<file path="src/nine_bit_pkg.sv">
// package for the nine-bit host port: offsets, codes, bit positions, types
// assumes one system clock drives the host port and the card side alike
package nine_bit_pkg;

   // ------------------------------------------------------------
   // window offsets
   // ------------------------------------------------------------
   localparam logic [3:0] OFS_RX = 4'h0;
   localparam logic [3:0] OFS_TX = 4'h1;
   localparam logic [3:0] OFS_HS = 4'h2;
   localparam logic [3:0] OFS_CMD = 4'h3;
   localparam logic [3:0] OFS_TCR = 4'h8;
   localparam logic [3:0] OFS_TCR_LAST = 4'hB;
   localparam logic [3:0] OFS_TSR = 4'hC;
   localparam logic [3:0] OFS_TSR_LAST = 4'hF;
   localparam int WIN_BITS = 4;

   // ------------------------------------------------------------
   // base addresses chosen by the switch
   // ------------------------------------------------------------
   localparam logic [15:0] BASE_CARD1 = 16'h2A20;
   localparam logic [15:0] BASE_CARD2 = 16'h2A30;

   // ------------------------------------------------------------
   // command codes
   // ------------------------------------------------------------
   localparam logic [7:0] CMD_INIT = 8'hBC;
   localparam logic [7:0] CMD_TIE_SET = 8'h05;
   localparam logic [7:0] CMD_TIE_CLR = 8'h04;
   localparam logic [7:0] CMD_RIE_SET = 8'h09;
   localparam logic [7:0] CMD_RIE_CLR = 8'h08;

   // ------------------------------------------------------------
   // bit positions and reset values
   // ------------------------------------------------------------
   localparam int HS_TX_RDY = 0;
   localparam int HS_TIE = 2;
   localparam int HS_RX_RDY = 3;
   localparam int HS_RIE = 4;
   localparam int HS_RX9 = 7;
   localparam int TCR_TX9 = 4;
   localparam int TSR_CARD_IRQ = 7;
   localparam logic [7:0] TCR_RESET = 8'h00;
   localparam logic [7:0] RDATA_RESET = 8'h00;

   // ------------------------------------------------------------
   // carriers
   // ------------------------------------------------------------
   typedef struct packed {
      logic ninth;
      logic [7:0] data;
   } card_word_t;

   typedef struct packed {
      logic rd;
      logic wr;
      logic [15:0] addr;
      logic [7:0] wdata;
   } io_req_t;

endpackage

</file>
<file path="src/nine_bit_host_port.sv">
// host port of the sound card: 16-byte i/o window, nine-bit words both ways
// assumes io_req is synchronous to clock, rd/wr one-cycle pulses,
// and the card side is logic on the same clock
//
// How it works
// - the card answers sixteen contiguous addresses from its base
// - switch off/on picks base 2A20, on/on picks base 2A30
// - offsets 9 to B mirror the total control register
// - offsets D to F mirror the total status register
// - writing BC to the command register initialises the port
// - reading offset 0 returns received data and clears receive-ready
// - writing offset 1 while the port is empty captures data and clears transmit-ready
// - sent ninth bit comes from total control bit 4 at data write
// - writes to the handshake port leave both enables unchanged
// - transmit-ready is 0 at reset, 1 when enabled and port empty
// - receive-ready is 0 at reset, shows unread data when enabled
// - handshake bits 2 and 4 read back the two enables
// - handshake bit 7 shows the ninth bit of the card word
// - commands 05/04 set/clear transmit enable, 09/08 receive enable
// - each ready interrupt is enabled by its own enable bit
// - ninth bit 1 marks a card message, 0 plain data
// - total control register at offset 8 holds the sent ninth bit
// - card-wide status bit is 1 while a ready source requests
module nine_bit_host_port
   import nine_bit_pkg::*;
#(
   parameter int ADDR_W = 16
) (
   input wire logic clock,
   input wire logic rst_n,
   input wire logic [1:0] address_select_switch,
   input wire io_req_t io_req,
   output logic [7:0] io_rdata,
   output logic io_sel,
   input wire logic card_rx_valid,
   input wire card_word_t card_rx_word,
   output logic card_rx_full,
   output card_word_t card_tx_word,
   output logic card_tx_valid,
   input wire logic card_tx_take,
   output logic port_irq
);

   // ------------------------------------------------------------
   // elaboration checks
   // ------------------------------------------------------------
   if (ADDR_W != 16) begin : g_bad_width
      $error("nine_bit_host_port: only a 16-bit i/o address is served");
   end

   // ------------------------------------------------------------
   // reset release and switch synchroniser
   // ------------------------------------------------------------
   logic rst_meta_r;
   logic rst_sync_r;
   logic [1:0] sw_meta_r;
   logic [1:0] sw_r;

   always_ff @(posedge clock or negedge rst_n) begin
      if (!rst_n) begin
         rst_meta_r <= 1'b0;
         rst_sync_r <= 1'b0;
      end else begin
         rst_meta_r <= 1'b1;
         rst_sync_r <= rst_meta_r;
      end
   end

   always_ff @(posedge clock or negedge rst_sync_r) begin
      if (!rst_sync_r) begin
         sw_meta_r <= 2'h0;
         sw_r <= 2'h0;
      end else begin
         sw_meta_r <= address_select_switch;
         sw_r <= sw_meta_r;
      end
   end

   // ------------------------------------------------------------
   // address decode
   // ------------------------------------------------------------
   // switch bit 0 is position 1, bit 1 position 2, 1 = on;
   // position 2 off leaves the card off the bus altogether
   wire base_ok = sw_r[1];
   wire [15:0] base_addr = sw_r[0] ? BASE_CARD2 : BASE_CARD1;
   wire win_hit = base_ok &&
      (io_req.addr[15:WIN_BITS] == base_addr[15:WIN_BITS]);
   wire [3:0] ofs = io_req.addr[WIN_BITS-1:0];
   wire rd_hit = win_hit && io_req.rd;
   wire wr_hit = win_hit && io_req.wr;
   wire tcr_sel = (ofs >= OFS_TCR) && (ofs <= OFS_TCR_LAST);
   wire tsr_sel = (ofs >= OFS_TSR) && (ofs <= OFS_TSR_LAST);
   wire rd_rx = rd_hit && (ofs == OFS_RX);
   wire wr_tx = wr_hit && (ofs == OFS_TX);
   wire wr_cmd = wr_hit && (ofs == OFS_CMD);
   wire wr_tcr = wr_hit && tcr_sel;

   // ------------------------------------------------------------
   // port state
   // ------------------------------------------------------------
   logic tie_r;
   logic rie_r;
   logic rx_full_r;
   logic tx_full_r;
   card_word_t rx_word_r;
   card_word_t tx_word_r;
   logic [7:0] tcr_r;
   logic [7:0] rdata_r;
   logic sel_r;
   logic irq_r;

   wire cmd_init = wr_cmd && (io_req.wdata == CMD_INIT);
   // writes at the handshake offset touch nothing: no decode for them
   wire tie_set = wr_cmd && (io_req.wdata == CMD_TIE_SET);
   wire tie_clr = wr_cmd && (io_req.wdata == CMD_TIE_CLR);
   wire rie_set = wr_cmd && (io_req.wdata == CMD_RIE_SET);
   wire rie_clr = wr_cmd && (io_req.wdata == CMD_RIE_CLR);

   wire tx_ready = tie_r && !tx_full_r;
   wire rx_ready = rie_r && rx_full_r;
   wire irq_nxt_src = tx_ready || rx_ready;

   // a host write while busy is dropped so the card word is never torn
   wire tx_load = wr_tx && !tx_full_r && !cmd_init;
   wire rx_load = card_rx_valid && !rx_full_r;

   // set wins over clear for the receive full flag; for the transmit full flag init blocks the set
   wire tx_full_nxt = tx_load ||
      (tx_full_r && !card_tx_take && !cmd_init);
   wire rx_full_nxt = rx_load ||
      (rx_full_r && !rd_rx && !cmd_init);
   wire tie_nxt = tie_set || (tie_r && !tie_clr && !cmd_init);
   wire rie_nxt = rie_set || (rie_r && !rie_clr && !cmd_init);

   wire [7:0] hs_value = {rx_word_r.ninth, 2'b00, rie_r, rx_ready, tie_r,
      1'b0, tx_ready};
   wire [7:0] tsr_value = {irq_nxt_src, 7'h00};

   logic [7:0] rd_mux;
   always_comb begin
      rd_mux = RDATA_RESET;
      if (ofs == OFS_RX)
         rd_mux = rx_word_r.data;
      else if (ofs == OFS_HS)
         rd_mux = hs_value;
      else if (tcr_sel)
         rd_mux = tcr_r;
      else if (tsr_sel)
         rd_mux = tsr_value;
   end

   // ------------------------------------------------------------
   // registers
   // ------------------------------------------------------------
   always_ff @(posedge clock or negedge rst_sync_r) begin
      if (!rst_sync_r) begin
         tie_r <= 1'b0;
         rie_r <= 1'b0;
         rx_full_r <= 1'b0;
         tx_full_r <= 1'b0;
      end else begin
         tie_r <= tie_nxt;
         rie_r <= rie_nxt;
         rx_full_r <= rx_full_nxt;
         tx_full_r <= tx_full_nxt;
      end
   end

   always_ff @(posedge clock or negedge rst_sync_r) begin
      if (!rst_sync_r) begin
         rx_word_r <= '0;
         tx_word_r <= '0;
         tcr_r <= TCR_RESET;
      end else begin
         if (rx_load)
            rx_word_r <= card_rx_word;
         if (tx_load)
            tx_word_r <= {tcr_r[TCR_TX9], io_req.wdata};
         if (wr_tcr)
            tcr_r <= io_req.wdata;
      end
   end

   always_ff @(posedge clock or negedge rst_sync_r) begin
      if (!rst_sync_r) begin
         rdata_r <= RDATA_RESET;
         sel_r <= 1'b0;
         irq_r <= 1'b0;
      end else begin
         rdata_r <= rd_hit ? rd_mux : RDATA_RESET;
         sel_r <= rd_hit;
         irq_r <= irq_nxt_src;
      end
   end

   assign io_rdata = rdata_r;
   assign io_sel = sel_r;
   assign card_rx_full = rx_full_r;
   assign card_tx_word = tx_word_r;
   assign card_tx_valid = tx_full_r;
   assign port_irq = irq_r;
endmodule

</file>
<file path="config.mk">
export PLATFORM = sky130hd
export DESIGN_NAME = nine_bit_host_port
export DESIGN_NICKNAME = d
export VERILOG_FILES = /design/src/nine_bit_pkg.sv /design/src/nine_bit_host_port.sv
export SDC_FILE = /design/constraint.sdc
export NUM_CORES = 1
export LEC_CHECK = 0
export BUFFER_PORTS_ARGS = -buffer_cell sky130_fd_sc_hd__buf_2
export CORE_MARGIN = 2
export CORE_UTILIZATION = 43
export CTS_CLUSTER_SIZE = 16
export DETAILED_ROUTE_END_ITERATION = 16
export PLACE_DENSITY_LB_ADDON = 0.2
export RECOVER_POWER = 25
export SETUP_SLACK_MARGIN = 0.4
export SLEW_MARGIN = 40
export SYNTH_ARGS = -nofsm -noshare
export SYNTH_HDL_FRONTEND = slang
export SYNTH_SLANG_ARGS = --single-unit
</file>
<file path="constraint.sdc">
create_clock -name clock -period 1.7 [get_ports clock]
set_input_delay 0.085 -clock clock [delete_from_list [all_inputs] [get_ports clock]]
set_output_delay 0.085 -clock clock [all_outputs]
set_load 0.01 [all_outputs]
</file>
==> flow_metrics.tcl <==
set metrics [dict create \
    status "finished with violations" \
    failed_checks "negative setup slack" \
    core_area_um2 4440 \
    min_path_type "input port to register" \
    first_pass_iters 4 \
    ys.flop_type "dfrtp_1" \
    syn_area_um2 2020 \
    rows 24 \
    synthArstFlopShare_pct 100 \
    drt-total-wl_um 4420 \
    clock_skew_ps 6.94 \
    finalHoldViolCount 0 \
    grt_pass1_vias 1481 \
    cpPeakStageDelay_ps 510 \
    crit_type "register to register" \
    max_slew.worst_pin.slew_ps 1050 \
    areaGrowthSynthToFinish_pct 38.2 \
    antenna_cells 0 \
    grt_pass1_wl_um 6900 \
    synth_largest_area_cell "dfrtp_1" \
    dpl_worst_slack_ps -105 \
    cts_buffer_depth 2 \
    synth.avg_cell_area_um2 12.9 \
    place.gp.congestion 0.751 \
    dieArea_um2 5250 \
    fmax_mhz 556 \
    design_area_um2 2790 \
    vias_per_cell 5.21 \
    synth-seq-cells 46 \
    routedWlPerCell_um 14.8 \
    setup_viol 9 \
    layout_min_cycle_time_ps 1800 \
    antenna_found_initial 0 \
    ant_nets 0 \
    die_height_um 72.5 \
    cp-start-kind "register" \
    cts_tree "built" \
    path_max_fanout 9 \
    path_cells "xnor2_2, nand4_2, or4b_4, buf_8, mux2_4" \
    crit_required_ps 1880 \
    die-width_um 72.5 \
    final_nets 286 \
    clk_pin_slew_ps 90 \
    drv_cap 0 \
    grt_max_degree 45 \
    cts_buffers 5 \
    powerDensity_nw_per_um2 796 \
    fill_cells 384 \
    ys_seq_area_share_pct 57.1 \
    yosys.area.top_type_share_pct 57.1 \
    clock-sinks 46 \
    drv_slew 0 \
    drive_gt1_share_pct 57.7 \
    h-tree-depth 2 \
    rsz0062_at_grt "true" \
    syn_inst 156 \
    synth_most_common_cell "dfrtp_1" \
    ios 62 \
    leakagePower_nw 1.40 \
    endpoint_kind "register" \
    start_util_pct 45.4 \
    synth_edf_count 0 \
    num_vias 1553 \
    detailed_place_hpwl_um 3080 \
    first_iter_violations 86 \
    slowest_stage "or4b_4" \
    irDropWorstVdd_v 0.000647 \
    slew_headroom_pct 30.0 \
    finish.utilization_pct 62.7 \
    grt_use_total_pct 16.8 \
    clkLatencyLatePin_ps 290 \
    synth_area_leaders "dfrtp_1 57%, mux2_2 9.5%, mux2_4 6.7%" \
    fin_crit_sh_pct 106 \
    whs_ps 14.3 \
    placed_area_um2 2490 \
    grt-ovfl-total 0 \
    netlist_top_cells_count "46 x dfrtp_1, 17 x mux2_2, 14 x nor2_1" \
    cp.arrival_ps 1980 \
    layout_setup_ws_ps -97.9 \
    drc 0 \
    synth_nets 197 \
    synth.distinct_cells 37 \
    ys_warn_count 0 \
    cts_root_buf "clkbuf_8" \
    portBuffers 61 \
]
state kept, by name, indices dropped and copies added, names as in the netlist:
signal / count
rst_meta_r: 1
sw_r: 2
rst_sync_r: 1
rie_r: 1
sw_meta_r: 2
io_sel: 1
rx_word_r: 8
port_irq: 1
card_tx_valid: 1
card_rx_full: 1
card_tx_word: 9
tcr_r: 8
io_rdata: 8
tie_r: 1
hs_value: 1
layer usage:
metal  global-route usage [%]  share of wire [%]
met1                     23.9                 45
met5                        0                  0
met2                     25.9                 49
met4                     4.73               0.77
met3                     4.03                4.6
final cells by class:
type	instances	area [µm²]	area share, %
sequential	46	1150	41.4
multi-input combinational	99	907	32.6
clock buffer	6	82.6	2.96
clock inverter	2	12.5	0.449
timing repair buffer	87	542	19.5
inverter	6	22.5	0.809
tap	52	65.1	2.34
placed cells by master, fill, tap and decap left out, drive strengths merged:
master / netlist / final
a2111oi: 2 / 2
a211o: 1 / 1
a21oi: 2 / 2
a22o: 2 / 2
a22oi: 8 / 8
and4bb: 2 / 2
buf: 2 / 82
clkbuf: 3 / 8
clkinv: 0 / 1
clkinvlp: 0 / 1
conb: 1 / 1
dfrtp: 46 / 46
dlygate4sd3: 0 / 3
inv: 6 / 6
mux2: 26 / 26
mux2i: 1 / 1
nand2: 5 / 5
nand2b: 1 / 1
nand3: 6 / 6
nand3b: 1 / 1
nand4: 3 / 3
nand4b: 1 / 1
nor2: 14 / 14
nor2b: 3 / 3
nor3b: 1 / 1
nor4: 3 / 3
nor4b: 1 / 1
nor4bb: 1 / 1
o21ai: 4 / 4
o21bai: 1 / 1
o31ai: 1 / 1
o41ai: 1 / 1
or4: 5 / 5
or4b: 1 / 1
xnor2: 1 / 1
power breakdown:
part           internal (mW)  switching [mW]  leakage [nW]
sequential              1.19          0.0517         0.587
combinational          0.169           0.127         0.767
clock                  0.327           0.356        0.0472
cell families after synthesis:
group / Yosys count / share of synthesized area [%]
DFF: 46 / 57.1
buffers and inverters: 11 / 2.48
xor gates and xnor gates: 1 / 0.435
muxes: 27 / 16.7
AOI/OAI and AO/OA: 22 / 7.82
and+or+nand+nor: 48 / 15.3
other: 1 / 0.186
through the flow:
stage	instances	power [mW]	setup TNS (ps)
after global placement	280	1.50	-619
after CTS	293	2.21	-793
after global routing	298	2.32	-1420
after floorplan	156	1.39	-618
final	298	2.22	-850
after detailed placement	280	1.51	-879
critical path, delay by kind of cell (launching register included):
kind	cells	cell delay, ps
and+or+nand+nor	2	630
DFF	1	400
muxes	1	290
xor gates and xnor gates	1	190
buffers and inverters	1	170
what timing repair did:
action | CTS | global route
hold endpoints to repair | 4 | 0
pin swaps | 4 | 6
gates cloned | 0 | 1
hold buffers | 3 | 0
setup endpoints to repair | 29 | 39
gates resized for setup | 16 | 22
setup buffers | 2 | 4
worst paths after layout:
path | startpoint | endpoint | slack [ps] | depth (start not counted)
max | sw_r[0] | card_tx_word[4] | -100 | 5
min | card_rx_word[8] | hs_value[7] | 10 | 2
max reg2reg | sw_r[0] | card_tx_word[4] | -100 | 5
min reg2reg | sw_meta_r[1] | sw_r[1] | 360 | 0
max in group asynchronous | rst_sync_r | card_rx_full | 470 | 1
min in group asynchronous | rst_n | rst_meta_r | 100 | 2
(Power assumes the default switching activity.)
